`src/pkg/board_config_defines.vh`:
```
// constants for the board configuration and reset controller
// assumes a 250 MHz ref_clk; all counts are in ref_clk cycles
`ifndef BOARD_CONFIG_DEFINES_VH
`define BOARD_CONFIG_DEFINES_VH
`define CLK_MHZ 250
`define DEBOUNCE_US 2
`define DEBOUNCE_CYC (`DEBOUNCE_US * `CLK_MHZ)
`define FAST_BLINK_MS 100
`define FAST_BLINK_CYC (`FAST_BLINK_MS * 1000 * `CLK_MHZ)
`define SLOW_BLINK_MS 500
`define SLOW_BLINK_CYC (`SLOW_BLINK_MS * 1000 * `CLK_MHZ)
`define AS_WAIT_MS 200
`define AS_WAIT_CYC (`AS_WAIT_MS * 1000 * `CLK_MHZ)
`define DONE_WAIT_CYC 32'h00000100
`define USER_IMG_BASE 24'hc00000
`define FACTORY_IMG_BASE 24'he00000
`define IMG_BYTES 24'h100000
`define ADDR_W 24
`define SRC_N 3
`endif

```
`src/hw/debounce_bank.v`:
```
// synchroniser and debouncer bank for the active-low trigger inputs
// assumes inputs may be asynchronous to ref_clk; outputs one-cycle press pulses
`timescale 1ns/100ps
`include "board_config_defines.vh"
module debounce_bank #(
  parameter N = 3,
  parameter [31:0] DEB_CYC = `DEBOUNCE_CYC
) (
  input wire ref_clk,
  input wire rst_b,
  input wire clk_en,
  input wire [N-1:0] raw_low,
  output wire [N-1:0] press_pulse
);
  genvar g;
  generate
    for (g = 0; g < N; g = g + 1) begin : ch
      reg meta_ff; // first stage, read only by sync_ff
      reg sync_ff;
      reg stable_ff; // debounced level, high while pressed
      reg pulse_ff;
      reg [31:0] cnt_ff;
      // two-flop synchroniser then counter filter
      always @(posedge ref_clk or negedge rst_b) begin
        if (!rst_b) begin
          meta_ff <= 1'b0;
          sync_ff <= 1'b0;
          stable_ff <= 1'b0;
          pulse_ff <= 1'b0;
          cnt_ff <= 32'h00000000;
        end else if (clk_en) begin
          meta_ff <= ~raw_low[g];
          sync_ff <= meta_ff;
          pulse_ff <= 1'b0;
          if (sync_ff == stable_ff) begin
            cnt_ff <= 32'h00000000;
          end else if (cnt_ff >= DEB_CYC - 32'h00000001) begin
            // level held long enough: accept it, pulse on press only
            cnt_ff <= 32'h00000000;
            stable_ff <= sync_ff;
            pulse_ff <= sync_ff;
          end else begin
            cnt_ff <= cnt_ff + 32'h00000001;
          end
        end
      end
      assign press_pulse[g] = pulse_ff;
    end
  endgenerate
endmodule

```
`src/hw/board_config_reset_controller.v`:
```
// board configuration and reset controller: sequences loading of the logic device
// assumes synchronous pins except the factory and reset/config buttons and the request, which go through debounce_bank
`timescale 1ns/100ps
`include "board_config_defines.vh"
module board_config_reset_controller #(
  parameter [31:0] DEB_CYC = `DEBOUNCE_CYC,
  parameter [31:0] FAST_CYC = `FAST_BLINK_CYC,
  parameter [31:0] SLOW_CYC = `SLOW_BLINK_CYC,
  parameter [31:0] AS_CYC = `AS_WAIT_CYC
) (
  input wire ref_clk,
  input wire rst_b,
  input wire clk_en,
  input wire por_pulse_low,
  input wire cpu_reset_button_low,
  input wire factory_config_button_low,
  input wire reset_config_button_low,
  input wire reconfig_req_low,
  input wire config_done,
  input wire status_low,
  input wire [7:0] shared_user_line_in,
  input wire [7:0] flash_data,
  output reg device_clear_low,
  output reg config_start_low,
  output reg active_serial_mode,
  output reg passive_serial_mode,
  output reg serial_config_data_in,
  output reg dclk,
  output reg flash_ce_low,
  output reg flash_oe_low,
  output reg [23:0] flash_addr,
  output reg [7:0] shared_user_line_out,
  output reg [7:0] shared_user_line_oe,
  output reg eth_reset_low,
  output reg flash_reset_low,
  output reg card_reset_low,
  output reg expansion_reset_low,
  output reg loading_indicator,
  output reg error_indicator,
  output reg user_image_indicator,
  output reg factory_image_indicator,
  output reg done_indicator,
  output reg flash_activity_indicator
);
  // one-hot states
  localparam [6:0] S_IDLE = 7'h01, S_START = 7'h02, S_AS = 7'h04, S_PS_INIT = 7'h08,
    S_STREAM = 7'h10, S_WAITDONE = 7'h20, S_STOP = 7'h40;
  localparam [1:0] SRC_USER = 2'h1, SRC_FACT = 2'h2;

  wire [2:0] press; // 0 reset/config, 1 factory, 2 reconfig request
  reg [6:0] state_ff;
  reg [1:0] src_ff; // flash image currently being streamed
  reg [31:0] wait_ff; // timeout for active serial and done wait
  reg [23:0] offs_ff; // byte offset inside the image
  reg [7:0] shift_ff; // byte being serialised
  reg [2:0] bit_ff;
  reg [31:0] fast_ff;
  reg [31:0] slow_ff;
  reg fast_tgl_ff;
  reg slow_tgl_ff;
  reg por_seen_ff; // first cycle after reset starts a power-on sequence
  reg as_ok_ff; // success came from serial flash
  reg user_ok_ff;
  reg fact_ok_ff;

  debounce_bank #(.N(3), .DEB_CYC(DEB_CYC)) u_deb (
    .ref_clk(ref_clk),
    .rst_b(rst_b),
    .clk_en(clk_en),
    .raw_low({reconfig_req_low, factory_config_button_low, reset_config_button_low}),
    .press_pulse(press)
  );

  // image base for a flash source
  function [23:0] img_base;
    input [1:0] src;
    begin
      img_base = (src == SRC_FACT) ? `FACTORY_IMG_BASE : `USER_IMG_BASE;
    end
  endfunction

  // blink dividers, free running; the slow one only matters after serial success
  always @(posedge ref_clk or negedge rst_b) begin
    if (!rst_b) begin
      fast_ff <= 32'h00000000;
      slow_ff <= 32'h00000000;
      fast_tgl_ff <= 1'b0;
      slow_tgl_ff <= 1'b0;
    end else if (clk_en) begin
      fast_ff <= (fast_ff >= FAST_CYC - 32'h00000001) ? 32'h00000000 : fast_ff + 32'h00000001;
      if (fast_ff >= FAST_CYC - 32'h00000001) begin
        fast_tgl_ff <= ~fast_tgl_ff;
      end
      slow_ff <= (slow_ff >= SLOW_CYC - 32'h00000001) ? 32'h00000000 : slow_ff + 32'h00000001;
      if (slow_ff >= SLOW_CYC - 32'h00000001) begin
        slow_tgl_ff <= ~slow_tgl_ff;
      end
    end
  end

  // pass-through pins, each registered so outputs come from flops
  always @(posedge ref_clk or negedge rst_b) begin
    if (!rst_b) begin
      device_clear_low <= 1'b0;
      eth_reset_low <= 1'b0;
      flash_reset_low <= 1'b0;
      card_reset_low <= 1'b0;
      expansion_reset_low <= 1'b0;
      done_indicator <= 1'b0;
      flash_activity_indicator <= 1'b0;
      shared_user_line_out <= 8'h00;
      shared_user_line_oe <= 8'h00;
    end else if (clk_en) begin
      device_clear_low <= cpu_reset_button_low;
      eth_reset_low <= por_pulse_low;
      flash_reset_low <= por_pulse_low;
      card_reset_low <= por_pulse_low;
      expansion_reset_low <= por_pulse_low;
      done_indicator <= config_done;
      flash_activity_indicator <= ~flash_ce_low;
      // never drive shared lines; the logic device owns them
      shared_user_line_out <= 8'h00;
      shared_user_line_oe <= 8'h00;
    end
  end

  // configuration sequencer
  always @(posedge ref_clk or negedge rst_b) begin
    if (!rst_b) begin
      state_ff <= S_IDLE;
      src_ff <= SRC_USER;
      wait_ff <= 32'h00000000;
      offs_ff <= 24'h000000;
      shift_ff <= 8'h00;
      bit_ff <= 3'h0;
      por_seen_ff <= 1'b0;
      as_ok_ff <= 1'b0;
      user_ok_ff <= 1'b0;
      fact_ok_ff <= 1'b0;
      config_start_low <= 1'b1;
      active_serial_mode <= 1'b0;
      passive_serial_mode <= 1'b0;
      serial_config_data_in <= 1'b0;
      dclk <= 1'b0;
      flash_ce_low <= 1'b1;
      flash_oe_low <= 1'b1;
      flash_addr <= 24'h000000;
      loading_indicator <= 1'b0;
      error_indicator <= 1'b0;
      user_image_indicator <= 1'b0;
      factory_image_indicator <= 1'b0;
    end else if (clk_en) begin
      por_seen_ff <= 1'b1;
      dclk <= 1'b0;
      if (!por_seen_ff || press != 3'h0) begin
        loading_indicator <= 1'b0;
        error_indicator <= 1'b0;
        user_image_indicator <= 1'b0;
        factory_image_indicator <= 1'b0;
        as_ok_ff <= 1'b0;
        user_ok_ff <= 1'b0;
        fact_ok_ff <= 1'b0;
        flash_ce_low <= 1'b1;
        flash_oe_low <= 1'b1;
        config_start_low <= 1'b0;
        wait_ff <= 32'h00000000;
        src_ff <= press[1] ? SRC_FACT : SRC_USER;
        active_serial_mode <= ~press[1];
        passive_serial_mode <= press[1];
        state_ff <= S_START;
      end else begin
        case (state_ff)
          S_IDLE: begin
            config_start_low <= 1'b1;
          end
          S_START: begin
            config_start_low <= 1'b1;
            state_ff <= passive_serial_mode ? S_PS_INIT : S_AS;
          end
          S_AS: begin
            // serial flash first in active serial
            if (config_done) begin
              as_ok_ff <= 1'b1;
              state_ff <= S_STOP;
            end else if (wait_ff >= AS_CYC - 32'h00000001) begin
              active_serial_mode <= 1'b0;
              passive_serial_mode <= 1'b1;
              config_start_low <= 1'b0;
              state_ff <= S_PS_INIT;
            end else begin
              wait_ff <= wait_ff + 32'h00000001;
            end
          end
          S_PS_INIT: begin
            // pulse start low one cycle, then open the flash image
            config_start_low <= 1'b1;
            offs_ff <= 24'h000000;
            bit_ff <= 3'h0;
            wait_ff <= 32'h00000000;
            flash_addr <= img_base(src_ff);
            flash_ce_low <= 1'b0;
            flash_oe_low <= 1'b0;
            user_image_indicator <= (src_ff == SRC_USER);
            factory_image_indicator <= (src_ff == SRC_FACT);
            state_ff <= S_STREAM;
          end
          S_STREAM: begin
            loading_indicator <= fast_tgl_ff;
            // stream bytes lsb first, one bit per two cycles
            if (!dclk) begin
              serial_config_data_in <= (bit_ff == 3'h0) ? flash_data[0] : shift_ff[bit_ff];
              if (bit_ff == 3'h0) begin
                shift_ff <= flash_data;
              end
              dclk <= 1'b1;
            end else begin
              bit_ff <= bit_ff + 3'h1;
              if (bit_ff == 3'h7) begin
                offs_ff <= offs_ff + 24'h000001;
                flash_addr <= img_base(src_ff) + offs_ff + 24'h000001;
              end
            end
            if (!status_low || config_done || (offs_ff == `IMG_BYTES - 24'h000001 &&
                bit_ff == 3'h7 && dclk)) begin
              flash_ce_low <= 1'b1;
              flash_oe_low <= 1'b1;
              loading_indicator <= 1'b0;
              state_ff <= S_WAITDONE;
            end
          end
          S_WAITDONE: begin
            if (config_done) begin
              user_ok_ff <= (src_ff == SRC_USER);
              fact_ok_ff <= (src_ff == SRC_FACT);
              state_ff <= S_STOP;
            end else if (wait_ff >= `DONE_WAIT_CYC - 32'h00000001) begin
              // timeout: user image falls back to factory, factory image sets error
              user_image_indicator <= 1'b0;
              factory_image_indicator <= 1'b0;
              if (src_ff == SRC_USER) begin
                src_ff <= SRC_FACT;
                config_start_low <= 1'b0;
                state_ff <= S_PS_INIT;
              end else begin
                error_indicator <= 1'b1;
                passive_serial_mode <= 1'b0;
                state_ff <= S_IDLE;
              end
            end else begin
              wait_ff <= wait_ff + 32'h00000001;
            end
          end
          S_STOP: begin
            // slow blink after serial success, else steady
            user_image_indicator <= as_ok_ff ? slow_tgl_ff : user_ok_ff;
            factory_image_indicator <= fact_ok_ff;
          end
          default: begin
            state_ff <= S_IDLE;
          end
        endcase
      end
    end
  end
endmodule

```
`config.mk`:
```
export PLATFORM = sky130hd
export DESIGN_NAME = board_config_reset_controller
export DESIGN_NICKNAME = d
export VERILOG_FILES = /design/src/hw/debounce_bank.v /design/src/hw/board_config_reset_controller.v
export VERILOG_INCLUDE_DIRS = /design/src /design/src/pkg
export SDC_FILE = /design/constraint.sdc
export NUM_CORES = 1
export LEC_CHECK = 0
export ABC_AREA = 1
export BUFFER_PORTS_ARGS = -buffer_cell sky130_fd_sc_hd__buf_2
export CAP_MARGIN = 20
export CORE_MARGIN = 3
export CORE_UTILIZATION = 38
export DETAILED_ROUTE_END_ITERATION = 7
export HOLD_SLACK_MARGIN = 0.08
export PLACE_DENSITY = 0.62
export SYNTH_ARGS = -nofsm -noshare
export SYNTH_HDL_FRONTEND = slang
export SYNTH_SLANG_ARGS = --single-unit
```
`constraint.sdc`:
```
create_clock -name ref_clk -period 1.8 [get_ports ref_clk]
set_input_delay 0.18 -clock ref_clk [delete_from_list [all_inputs] [get_ports ref_clk]]
set_output_delay 0.18 -clock ref_clk [all_outputs]
set_load 0.1 [all_outputs]
```
# --- Word-level counts from Yosys, hierarchy flattened ---
# Index checks and enable logic that the tools add are counted.
# W data, S select, Z words.
classes:
  add_sub_neg: 10
  n_lt_le_gt_ge: 8
  n_eq_ne: 30
  n_mux: 93
  bitwise_logic: 12
  n_reduce_logical: 45
ops:
  columns: ["cell", "n"]
  rows:
  - ["$mux W32", 13]
  - ["$add A32 B1 Y32 const B", 6]
  - ["$ge A32 B9 Y1 const B", 3]
  - ["$mux W24", 4]
  - ["$pmux W24 S2", 2]
  - ["$pmux W32 S3", 1]
  - ["$mux W1", 49]
  - ["$add A24 B1 Y24 const B", 2]
  - ["$mux W7", 6]
  - ["$pmux W7 S6", 1]
  - ["$ge A32 B25 Y1 const B", 1]
  - ["$ge A32 B26 Y1 const B", 1]
  - ["$ge A32 B27 Y1 const B", 1]
  - ["$ge A32 B8 Y1 const B", 1]
  - ["$ne A3 B3 Y1 const B", 9]
  - ["$reduce_and A5 Y1", 5]
  - ["$add A24 B24 Y24", 1]
  - ["$eq A24 B20 Y1 const B", 1]
  - ["$mux W22", 1]
  - ["$reduce_and A3 Y1", 6]
  - ["$reduce_and A4 Y1", 4]
  - ["$reduce_bool A2 Y1", 8]
  - ["$reduce_and A7 Y1", 2]
  - ["$mux W2", 6]
  - ["33 further kinds", 64]
totals:
  ff_bits: 292
  input_bits: 26
  output_inout_bits: 58

# --- Longest topological paths before layout ---
# Gate-level depths: netlist of the first run.
depth:
  word_depth: 7
  mapped_depth: 14

# --- Modules after synthesis ---
# A second synthesis of the first run with hierarchy kept.
unflattened:
  cells_unflattened: 2021
  hier_area_um2: 14935.6
by_module_without_submodules:
  columns: ["module", "n_inst", "cells_per_inst", "area_each_um2"]
  rows:
  - ["board_config_reset_controller", 1, 1479, 10287.4]
  - ["debounce_bank", 1, 542, 4648.2]

# --- Worst setup path after synthesis of the first run ---
# OpenSTA, ideal clock, no wires.
synth_timing:
  path_type: "register to register"
  from: "register dclk"
  to: "register flash_addr[21]"
  setup_ns: 0.120
  arrival_ns: 1.806
  path_slack_ns: -0.126
  stages_incl_launch_ff: 9
  n_path_buf: 1
  synth_period_minus_slack_ns: 1.926
  path_cell_list: "dfrtp_1 nor2_2 inv_2 nand2_1 nor3_2 nand2_4 buf_2 nand2_1 nand2_1"
synth_via:
  elab_chain_len: 2
synth_lines:
  columns: ["item", "line", "rtl"]
  rows:
  - ["start, declared", "board_config_reset_controller.v:28", "output reg dclk,"]
  - ["start signal, assigned", "board_config_reset_controller.v:144", "dclk <= 1'b0;"]
  - ["start signal, assigned", "board_config_reset_controller.v:154", "dclk <= 1'b0;"]
  - ["start signal, assigned", "board_config_reset_controller.v:215", "dclk <= 1'b1;"]
  - ["$ne A2 B2 Y1 (no source line)", null, null]
  - ["$reduce_and A5 Y1 (no source line)", null, null]
  - ["end signal, assigned", "board_config_reset_controller.v:200", "flash_addr <= img_base(src_ff);"]
  - ["end signal, assigned", "board_config_reset_controller.v:220", "flash_addr <= img_base(src_ff) + offs_ff + 24'h000001;"]
  - ["end, declared", "board_config_reset_controller.v:31", "output reg [23:0] flash_addr,"]
# No other way between the ends.
# A chain may end at the register's enable or synchronous reset.

# --- Final worst setup path of the first run ---
layout_timing:
  from: "register state_ff[0]"
  to: "register flash_addr[15]"
layout_via:
  elab_chain_len: 3
  elab_cells_between_ends: 7
  cone_classes: "4 x eq/ne; 1 x mux; 2 x reduce/logical"
layout_lines:
  columns: ["item", "line", "rtl"]
  rows:
  - ["start, declared", "board_config_reset_controller.v:51", "reg [6:0] state_ff;"]
  - ["start signal, assigned", "board_config_reset_controller.v:178", "state_ff <= passive_serial_mode ? S_PS_INIT : S_AS;"]
  - ["$eq A7 B5 Y1 or $eq A7 B4 Y1 (tied branches)", "board_config_reset_controller.v:172", "case (state_ff)"]
  - ["$ne A2 B2 Y1 (no source line) or $reduce_bool A2 Y1 (tied branches)", null, null]
  - ["$reduce_and A5 Y1 (no source line)", null, null]
# Parallel ways exist; a longest one is shown, timed or not.

==> out/results.md, run 1 <==
| Item | Reported |
|---|---|
| Outcome | finished, final reports clean |
| Main combinational cell family by area after synthesis | simple AND/OR/NAND/NOR gates |
| Detailed-placement wirelength estimate | 24,300 um |
| Area growth, synth to finish | 25.8% |
| Maximum fanout along the worst path | 10 |
| EDFF count, synth | 0 |
| Sequential share of power | 41.6% |
| I/O Buffers | 59 |
| Number of clock buffers inserted by TritonCTS | 31 |
| Pin count of the biggest net entering global routing | 80 |
| Dominant register cell in the synthesized netlist | dfrtp_1 |
| Die boundary height | 203 um |
| Core outline area | 0.0380 mm^2 |
| Max-Cap Viols | 0 |
| CTS tree | yes |
| Final Max Tran Viols | 0 |
| Number of warnings issued by yosys | 0 |
| Number of cell instances on the worst register-to-register path | 12 |
| Rows | 71 |
| Power per cell area | 895 mW/mm^2 |
| Logic gate share of total power | 18.9% |
| Deepest clock path buffer count | 3 |
| Flops & latches, synth | 271 |
| Clock skew after layout | 29.6 ps |
| Final hold violation count | 0 |
| DRC errors left | 0 |
| Worst setup path startpoint | state_ff[0]$_DFFE_PN1P_ |
| Clock share of power | 39.4% |
| Period utilisation layout | 100% |
| Worst EP arrival | 2250 ps |
| Fraction of the yosys area taken by sequential cells | 45.9% |
| Commonest cells after routing, fill and taps aside | nand2_1, nor2_1, dfrtp_1 |
| Buf+Inv Stages, Crit Path | 3 |
| Avg Synthesized Cell Area | 7.52 um^2 |
| Startpoint of the worst register-to-register path | state_ff[0]$_DFFE_PN1P_ |
| GP Congestion | 0.900 |
| Global-route congestion overflow total | 0 |
| Clock latency on the worst-skew pair | 570 ps |
| Worst endpoint required time | 2260 ps |
| Startpoint kind of the worst setup timing path | flip-flop |
| Post-place setup slack | -13.4 ps |
| Hold WC Path Type | in2async |
| F_max | 556 MHz |
| Proportion of layout cells with a drive suffix above 1 | 22.1% |
| Xor and xnor area share after synthesis | 3.68% |
| Endpoint of the worst setup timing path | flash_addr[15]$_DFFE_PN0P_ |
| Number of distinct standard cells referenced by the synthesized netlist | 52 |
| Standby leakage power | 9.05 nW |
| Critical Path Stages | 12 |
| Buffer type at the clock tree root | clkbuf_16 |
| Number of global-route vias before repair | 12,363 |
| Maximum vdd drop | 0.661 mV |
| Normalized max-slew margin | 64.8% |
| Setup violation total in the final timing report | 0 |
| Ports | 84 |
| DR vias/cell | 4.85 |
| Post-Route WL | 35,800 um |
| Share of total power consumed by net switching | 30.6% |
| CP most frequent cell | nand2_4 |
| Global-route wire length before repair | 59,200 um |
| Critical path's largest stage delay | 560 ps |
| Clock-pin slew on the worst setup and hold paths | 60 ps |
| Reg-to-reg critical path endpoint | flash_addr[15]$_DFFE_PN0P_ |
| Kind of end point of the critical path | flip-flop |
| Setup repair after global routing missed its margin | true |
| Share of flip-flops with an asynchronous set or reset | 100% |
| Clock period minus final worst setup slack | 1800 ps |
| Share of the synthesized area in compound gates (AO/OA/AOI/OAI) | 5.17% |
| Die Wd | 203 um |
| Routed WL per cell | 13.3 um |
| Number of sinks on the clock net | 271 |
| Fraction of synthesized area in multiplexers | 0.915% |
| Count of antenna-violating nets left after detailed routing | 0 |
| Commonest non-fill, non-tap cell in the layout | nand2_1 |
| Slowest stage cell, crit path | dfstp_2 |
| Cell chain of the critical path | nor2_4, nand2_4, inv_2, nand2_4, nor2_4, inv_2, nand2_2, nor3_4, nand2_4, clkbuf_16, nand2_2, o21ai_1 |
| Worst-case register-to-register setup slack | 0.9 ps |
| Starting Density | 38.9% |
| Mapped Area | 0.0148 mm^2 |
| Least setup slack across all paths after layout | 0.894 ps |
| Violation count after the first detailed-route iteration | 812 |
| Synthesized netlist cell count | 1,965 |
| Kind of cell with the highest combined delay on the critical path | simple AND/OR/NAND/NOR gates |
| Area enclosed by the die boundary | 0.0413 mm^2 |
| Net total in the final layout | 2,192 |
| Antenna cells | 0 |
| Number of levels in the clock H-tree | 1 |
| Synthesized-area fraction occupied by and/or/nand/nor cells | 33.1% |
| Power consumption | 0.0166 W |
| Total global routing track utilization | 16.7% |
| Filler cell count in the final layout | 3,727 |
| Antenna violations before repair | 0 |
| First-pass iteration count of the detailed router | 4 |
| Total via count after detailed routing | 13,029 |
| Internal cell power | 0.0115 W |
| P_sw | 0.00509 W |
| Tightest Pin Transition | 529 ps |
| Type of the worst setup path | reg2reg |
| Adder-cell share of the synthesized area | 0.931% |
[worst reg2reg max path, delay by kind of cell, from the launching register on]
family | cells | cell delay (ps)
buffers and inverters | 3 | 360
AO/OA/AOI/OAI | 1 | 50
AND/OR/NAND/NOR | 8 | 730
flip-flops | 1 | 560
[through the flow]
step / util (%) / instances / cell area (um^2) / setup TNS [ps] / hold slack, ps
after floorplan: - / 1980 / 14800 / 0 / -116
after global placement: 42.8 / 2582 / 16300 / -2.29 / 171
after detailed placement: 42.8 / 2582 / 16300 / -20.8 / 177
after CTS: 46.3 / 2657 / 17600 / -169 / 166
after global routing: 48.9 / 2688 / 18600 / -3360 / 192
final: 48.9 / 2688 / 18600 / 0 / 174
[area by class of cell]
type / instances / area [um^2] / area share [%]
Clock buffer: 41 / 873 / 4.70
Clock inverter: 14 / 198 / 1.06
Inverter: 250 / 948 / 5.10
Multi-Input combinational cell: 1373 / 7210 / 38.8
Sequential cell: 271 / 6800 / 36.6
Tap cell: 511 / 639 / 3.44
Timing Repair Buffer: 228 / 1910 / 10.3
[cells by family after synthesis]
family / after synthesis
buf+inv: 340
xor+xnor: 62
flops: 271
other cells: 1
mux: 10
simple gates: 1132
compound gates: 138
fa+ha+maj: 11
[worst min path at each step]
stage / from / slack (ps) / endpoint
detailed placement: rst_b / 180 / flash_addr[9]$_DFFE_PN0P_
CTS: rst_b / 170 / flash_addr[9]$_DFFE_PN0P_
global route: status_low / 190 / loading_indicator$_DFFE_PN0P_
global placement: rst_b / 170 / flash_addr[9]$_DFFE_PN0P_
floorplan: rst_b / -120 / active_serial_mode$_DFFE_PN0P_
finish: rst_b / 170 / flash_addr[8]$_DFFE_PN0P_
[registers in the layout, indices dropped and copies added, names as in the netlist, 2 cells and up]
register,flops
shift_ff,8
flash_addr,24
u_deb.ch.pulse_ff,3
offs_ff,3
u_deb.ch.stable_ff,3
fast_ff,32
wait_ff,32
u_deb.ch.cnt_ff,96
u_deb.ch.sync_ff,3
slow_ff,32
src_ff,2
u_deb.ch.meta_ff,3
bit_ff,3
state_ff,7
[power by group through the flow]
stage	registers [W]	clock network (W)	logic, W
2_1_floorplan	0.00758	0	0.00151
3_3_place_gp	0.00698	0	0.00284
3_5_place_dp	0.00700	0	0.00289
4_1_cts	0.00689	0.00676	0.00298
5_1_grt	0.00698	0.00701	0.00347
6_report	0.00692	0.00655	0.00315
[cell usage after synthesis (3+ instances only)]
master | count | area (um^2)
nor3_1 | 40 | 200
inv_2 | 10 | 37.5
nand3b_1 | 5 | 37.5
ha_1 | 11 | 138
xor2_1 | 46 | 403
buf_1 | 6 | 22.5
nand3_1 | 152 | 761
buf_2 | 14 | 70.1
xnor2_1 | 16 | 140
clkbuf_1 | 19 | 71.3
buf_6 | 7 | 78.8
or2_2 | 7 | 43.8
nand2_2 | 12 | 75.1
o21ai_0 | 73 | 365
nand2_4 | 4 | 45.0
nor4_1 | 6 | 37.5
inv_1 | 240 | 901
mux2_4 | 7 | 105
dfstp_2 | 4 | 105
o21ai_1 | 16 | 80.1
nor2_2 | 9 | 56.3
nor2_1 | 346 | 1300
a21boi_1 | 4 | 30.0
a21oi_1 | 16 | 80.1
buf_4 | 44 | 330
nor2_4 | 7 | 78.8
mux2i_1 | 3 | 30.0
nand4_1 | 53 | 332
nand2_1 | 476 | 1790
o31ai_1 | 3 | 22.5
dfrtp_1 | 267 | 6680
o22ai_1 | 15 | 93.8
[metal layers]
layer / GRT usage, % / part of all wire, % / vias to the layer above
met1: 23.4 / 47 / 6159
met5: 0 / 0 / -
met4: 4.03 / 2.3 / 0
met3: 2.43 / 4.5 / 57
li1: - / - / 6524
met2: 27.6 / 46 / 289
[repair_timing]
action                     in CTS  in global routing
pin swaps                       7                 76
gates cloned                    0                 10
resized for setup              13                190
hold buffers                   16                  0
buffers inserted                4                 21
hold endpoints to repair      287                  0
setup endpoints to repair      12                155
Note: power is estimated with default switching activity, not from simulation.
==> run 2: changes to the inputs <==
- CTS_BUF_LIST: default -> sky130_fd_sc_hd__clkbuf_16
==> out/results.md, run 2 (synthesized netlist as in run 1, its figures left out) <==
| Item | Reported |
|---|---|
| Outcome | finished, violations left |
| Violations in the final reports | setup timing |
| Total via count after detailed routing | 13,113 |
| Final Max Tran Viols | 0 |
| Final standard cell area without fillers | 0.0187 mm^2 |
| Normalized max-slew margin | 64.7% |
| Setup violation total in the final timing report | 17 |
| Kind of end point of the critical path | primary output |
| Number of global-route vias before repair | 12,344 |
| Number of flip-flops in the largest register | 96 |
| Area after detailed placement | 0.0163 mm^2 |
| Maximum fanout along the worst path | 4 |
| Largest Register | u_deb.ch.cnt_ff |
| Routed WL per cell | 13.3 um |
| GP Congestion | 0.900 |
| Pin count of the biggest net entering global routing | 80 |
| Buf+Inv Stages, Crit Path | 1 |
| CTS tree | yes |
| Area growth, synth to finish | 26.3% |
| Die Wd | 203 um |
| Post-Route Setup TNS | -292 ps |
| Startpoint kind of the worst setup timing path | flip-flop |
| Deepest clock path buffer count | 3 |
| Area enclosed by the die boundary | 0.0413 mm^2 |
| Number of clock buffers inserted by TritonCTS | 31 |
| DRC errors left | 0 |
| Violation count after the first detailed-route iteration | 761 |
| Starting Density | 38.9% |
| Antenna cells | 0 |
| Number of sinks on the clock net | 271 |
| Least setup slack across all paths after layout | -53.9 ps |
| F_max | 539 MHz |
| Slowest stage cell, crit path | dfstp_2 |
| Global-route congestion overflow total | 0 |
| Critical path's largest stage delay | 640 ps |
| I/O Buffers | 59 |
| DR vias/cell | 4.87 |
| Post-Route WL | 35,900 um |
| Net total in the final layout | 2,196 |
| Rows | 71 |
| Tightest Pin Transition | 529 ps |
| Filler cell count in the final layout | 3,709 |
| Clock-pin slew on the worst setup and hold paths | 60 ps |
| Type of the worst setup path | reg2out |
| Worst EP arrival | 1670 ps |
| Power consumption | 0.0163 W |
| Antenna violations before repair | 0 |
| Commonest non-fill, non-tap cell in the layout | nand2_1 |
| First-pass iteration count of the detailed router | 5 |
| Global-route wire length before repair | 59,200 um |
| Post-place setup slack | -13.4 ps |
| Max-Cap Viols | 0 |
| Standby leakage power | 9.08 nW |
| Clock skew after layout | 32.8 ps |
| Total global routing track utilization | 16.7% |
| Count of antenna-violating nets left after detailed routing | 0 |
| Setup repair after global routing missed its margin | true |
| Power per cell area | 876 mW/mm^2 |
| Final hold violation count | 0 |
| Cell chain of the critical path | buf_2 |
| Buffer type at the clock tree root | clkbuf_16 |
| Non-filler cells, final | 2,692 |
| Period utilisation layout | 103% |
| Number of levels in the clock H-tree | 1 |
| Worst endpoint required time | 1620 ps |
| Maximum vdd drop | 0.729 mV |
| Clock latency on the worst-skew pair | 570 ps |
| Commonest cells after routing, fill and taps aside | nand2_1, nor2_1, dfrtp_1 |
| Hold WC Path Type | in2async |
| Proportion of layout cells with a drive suffix above 1 | 22.8% |
| Die boundary height | 203 um |
| Kind of cell with the highest combined delay on the critical path | flip-flops |
| Cells after DPL | 2,582 |
| Detailed-placement wirelength estimate | 24,300 um |
| Clock period minus final worst setup slack | 1850 ps |
| Core outline area | 0.0380 mm^2 |
| Ports | 84 |
==> run 2: repair_timing <==
action	in CTS	in global routing
gates cloned	0	11
hold endpoints to repair	287	0
setup buffers	4	24
resized for setup	13	213
endpoints found under the setup margin	12	155
pin swaps	7	79
hold buffers	16	0
==> run 2: path summary, 6_finish.rpt <==
kind / to / depth (start not counted) / slack, ps / start
worst min register to register: config_start_low$_DFFE_PN1P_ / 2 / 470 / config_start_low$_DFFE_PN1P_
worst min-delay path: flash_addr[9]$_DFFE_PN0P_ / 2 / 170 / rst_b
worst max-delay path: flash_ce_low / 1 / -50 / flash_oe_low$_DFFE_PN1P_
min in group ref_clk: state_ff[3]$_DFFE_PN0P_ / 6 / 200 / status_low
max in group asynchronous: u_deb.ch[2].cnt_ff[29]$_DFFE_PN0P_ / 3 / 890 / rst_b
worst max register to register: flash_addr[15]$_DFFE_PN0P_ / 12 / -40 / state_ff[0]$_DFFE_PN1P_
==> run 2: final cells by class <==
type                            count  area, um^2  share of cell area (%)
Multi-Input combinational cell   1373        7300                    39.1
Inverter                          250         953                    5.11
Tap cell                          511         639                    3.43
Timing Repair Buffer              232        1960                    10.5
Clock buffer                       31         776                    4.16
Sequential cell                   271        6800                    36.4
Clock inverter                     24         235                    1.26
==> run 2: stage by stage <==
step | util [%] | hold WS, ps
floorplan | - | -116
global placement | 42.8 | 171
detailed placement | 42.8 | 177
CTS | 46.1 | 166
global route | 49.1 | 213
finish | 49.1 | 165
==> run 2: layer usage <==
metal  vias up  GRT usage, %  routed length [um]
met3        60          2.39                1590
met4         0          3.98                 793
met1      6206          23.4               16800
li1       6542             -                   -
met5         -             0                   0
met2       305          27.6               16700
==> run 2: power breakdown <==
group / internal, W / leakage [nW] / total, W / switching, W
clock: 0.00381 / 0.515 / 0.00628 / 0.00247
combinational: 0.000904 / 4.91 / 0.00314 / 0.00224
sequential: 0.00654 / 3.66 / 0.00692 / 0.000385
==> run 3: changes to the inputs <==
- CTS_CLUSTER_DIAMETER: default -> 200
- SKIP_LAST_GASP: default -> 1
==> out/results.md, run 3 (synthesized netlist as in run 1, its figures left out) <==
| Item | Reported |
|---|---|
| Normalized max-slew margin | 65.0% |
| Antenna cells | 0 |
| Type of the worst setup path | reg2reg |
| Final Max Tran Viols | 0 |
| Kind of end point of the critical path | flip-flop |
| Die Wd | 203 um |
| Global-route wire length before repair | 59,100 um |
| Total via count after detailed routing | 13,084 |
| Kind of cell with the highest combined delay on the critical path | simple AND/OR/NAND/NOR gates |
| DR vias/cell | 4.86 |
| Final hold violation count | 0 |
| Buf+Inv Stages, Crit Path | 1 |
| Routed WL per cell | 13.3 um |
| Global-route congestion overflow total | 0 |
| Worst-case hold slack | 171 ps |
| Clock period minus final worst setup slack | 1860 ps |
| Core outline area | 0.0380 mm^2 |
| Die boundary height | 203 um |
| Number of flip-flops in the largest register | 96 |
| Maximum vdd drop | 0.723 mV |
| Area enclosed by the die boundary | 0.0413 mm^2 |
| Tightest Pin Transition | 525 ps |
| Largest Register | u_deb.ch.cnt_ff |
| Clock-pin slew on the worst setup and hold paths | 60 ps |
| Violation count after the first detailed-route iteration | 734 |
| Number of levels in the clock H-tree | 1 |
| Violations in the final reports | setup timing |
| Standby leakage power | 9.05 nW |
| Starting Density | 38.9% |
| DRC errors left | 0 |
| Deepest clock path buffer count | 3 |
| First-pass iteration count of the detailed router | 5 |
| Rows | 71 |
| Slowest stage cell, crit path | dfrtp_2 |
| Proportion of layout cells with a drive suffix above 1 | 22.4% |
| F_max | 538 MHz |
| Clock skew after layout | 31.9 ps |
| Critical path's largest stage delay | 420 ps |
| Period utilisation layout | 103% |
| Post-Route WL | 35,700 um |
| Number of global-route vias before repair | 12,342 |
| Least setup slack across all paths after layout | -57.8 ps |
| Clock latency on the worst-skew pair | 570 ps |
| CTS tree | yes |
| Max-Cap Viols | 0 |
| Commonest non-fill, non-tap cell in the layout | nand2_1 |
| Commonest cells after routing, fill and taps aside | nand2_1, nor2_1, dfrtp_1 |
| Pin count of the biggest net entering global routing | 80 |
| Startpoint kind of the worst setup timing path | flip-flop |
| Count of antenna-violating nets left after detailed routing | 0 |
| Buffer type at the clock tree root | clkbuf_16 |
| Post-Route Setup TNS | -517 ps |
| Area growth, synth to finish | 25.8% |
| Setup repair after global routing missed its margin | true |
| Net total in the final layout | 2,194 |
| I/O Buffers | 59 |
| Worst endpoint required time | 2260 ps |
| Power per cell area | 878 mW/mm^2 |
| Total global routing track utilization | 16.7% |
| Antenna violations before repair | 0 |
| Maximum fanout along the worst path | 8 |
| Number of clock buffers inserted by TritonCTS | 31 |
| CP most frequent cell | nor2_4 |
| Setup violation total in the final timing report | 23 |
| Worst EP arrival | 2320 ps |
| Detailed-placement wirelength estimate | 24,300 um |
| Outcome | finished, violations left |
| Number of sinks on the clock net | 271 |
| GP Congestion | 0.900 |
| Cell chain of the critical path | nor2_4, nand3_2, nor2_4, nor2_4, nor3_4, nand2_4, clkbuf_16, nand2_2, o21ai_1 |
| Hold WC Path Type | in2async |
| Ports | 84 |
## run 3: cell types whose count changed in the layout (fill, tap and decap cells not counted), sizes merged
cell	change
buf	-2
## run 3: worst reg2reg max path: cells and delay by family, from the launching register on
family | cells | cell delay (ps)
AND/OR/NAND/NOR | 7 | 1050
flip-flops | 1 | 420
buffers and inverters | 1 | 230
AO/OA/AOI/OAI | 1 | 60
## run 3: repair_timing
| item | in CTS | in global routing |
|---|---|---|
| hold endpoints to repair | 287 | 0 |
| hold buffers | 16 | 0 |
| resized for setup | 11 | 207 |
| setup endpoints to repair | 12 | 155 |
| gates cloned | 0 | 11 |
| buffers inserted | 4 | 22 |
| pin swaps | 7 | 77 |
## run 3: final timing paths
check / start / to / slack, ps / cells past startpoint
setup / recovery: state_ff[1]$_DFFE_PN0P_ / flash_addr[15]$_DFFE_PN0P_ / -60 / 9
hold / removal: rst_b / flash_addr[9]$_DFFE_PN0P_ / 170 / 2
setup reg to reg: state_ff[1]$_DFFE_PN0P_ / flash_addr[15]$_DFFE_PN0P_ / -60 / 9
hold reg to reg: config_start_low$_DFFE_PN1P_ / config_start_low$_DFFE_PN1P_ / 470 / 2
max in group asynchronous: rst_b / u_deb.ch[2].cnt_ff[29]$_DFFE_PN0P_ / 890 / 3
min in group ref_clk: status_low / loading_indicator$_DFFE_PN0P_ / 190 / 6
## run 3: metal layers
layer  track usage (%)  routed length (um)  up-vias  part of all wire, %
met3              2.39                1600       61                  4.5
met2              27.6               16700      283                   47
met5                 0                   0        -                    0
li1                  -                   -     6539                    -
met4              3.98                 839        0                  2.3
met1              23.4               16700     6201                   47
## run 3: power by group
| part | total (W) | switching [W] | internal, W |
|---|---|---|---|
| combinational | 0.00313 | 0.00223 | 0.000902 |
| clock | 0.00627 | 0.00246 | 0.00381 |
| sequential | 0.00692 | 0.000384 | 0.00654 |
## run 3: stage by stage
stage          setup WS, ps  std cells  utilization, %  cell area [um^2]  total power (W)
3_3_place_gp          -2.29       2582            42.8             16300          0.00982
4_1_cts               -83.6       2657            46.1             17500           0.0163
5_1_grt                -116       2690            48.9             18600           0.0171
2_1_floorplan          11.9       1980               -             14800          0.00909
3_5_place_dp          -13.4       2582            42.8             16300          0.00988
6_report              -57.8       2690            48.9             18600           0.0163
## run 3: layout make-up
type / count / area, um^2
Fill cell: 3725 / 19400
Multi-Input combinational cell: 1373 / 7270
Sequential cell: 271 / 6800
Timing Repair Buffer: 230 / 1920
Inverter: 250 / 953
Clock buffer: 31 / 776
Tap cell: 511 / 639
Clock inverter: 24 / 235
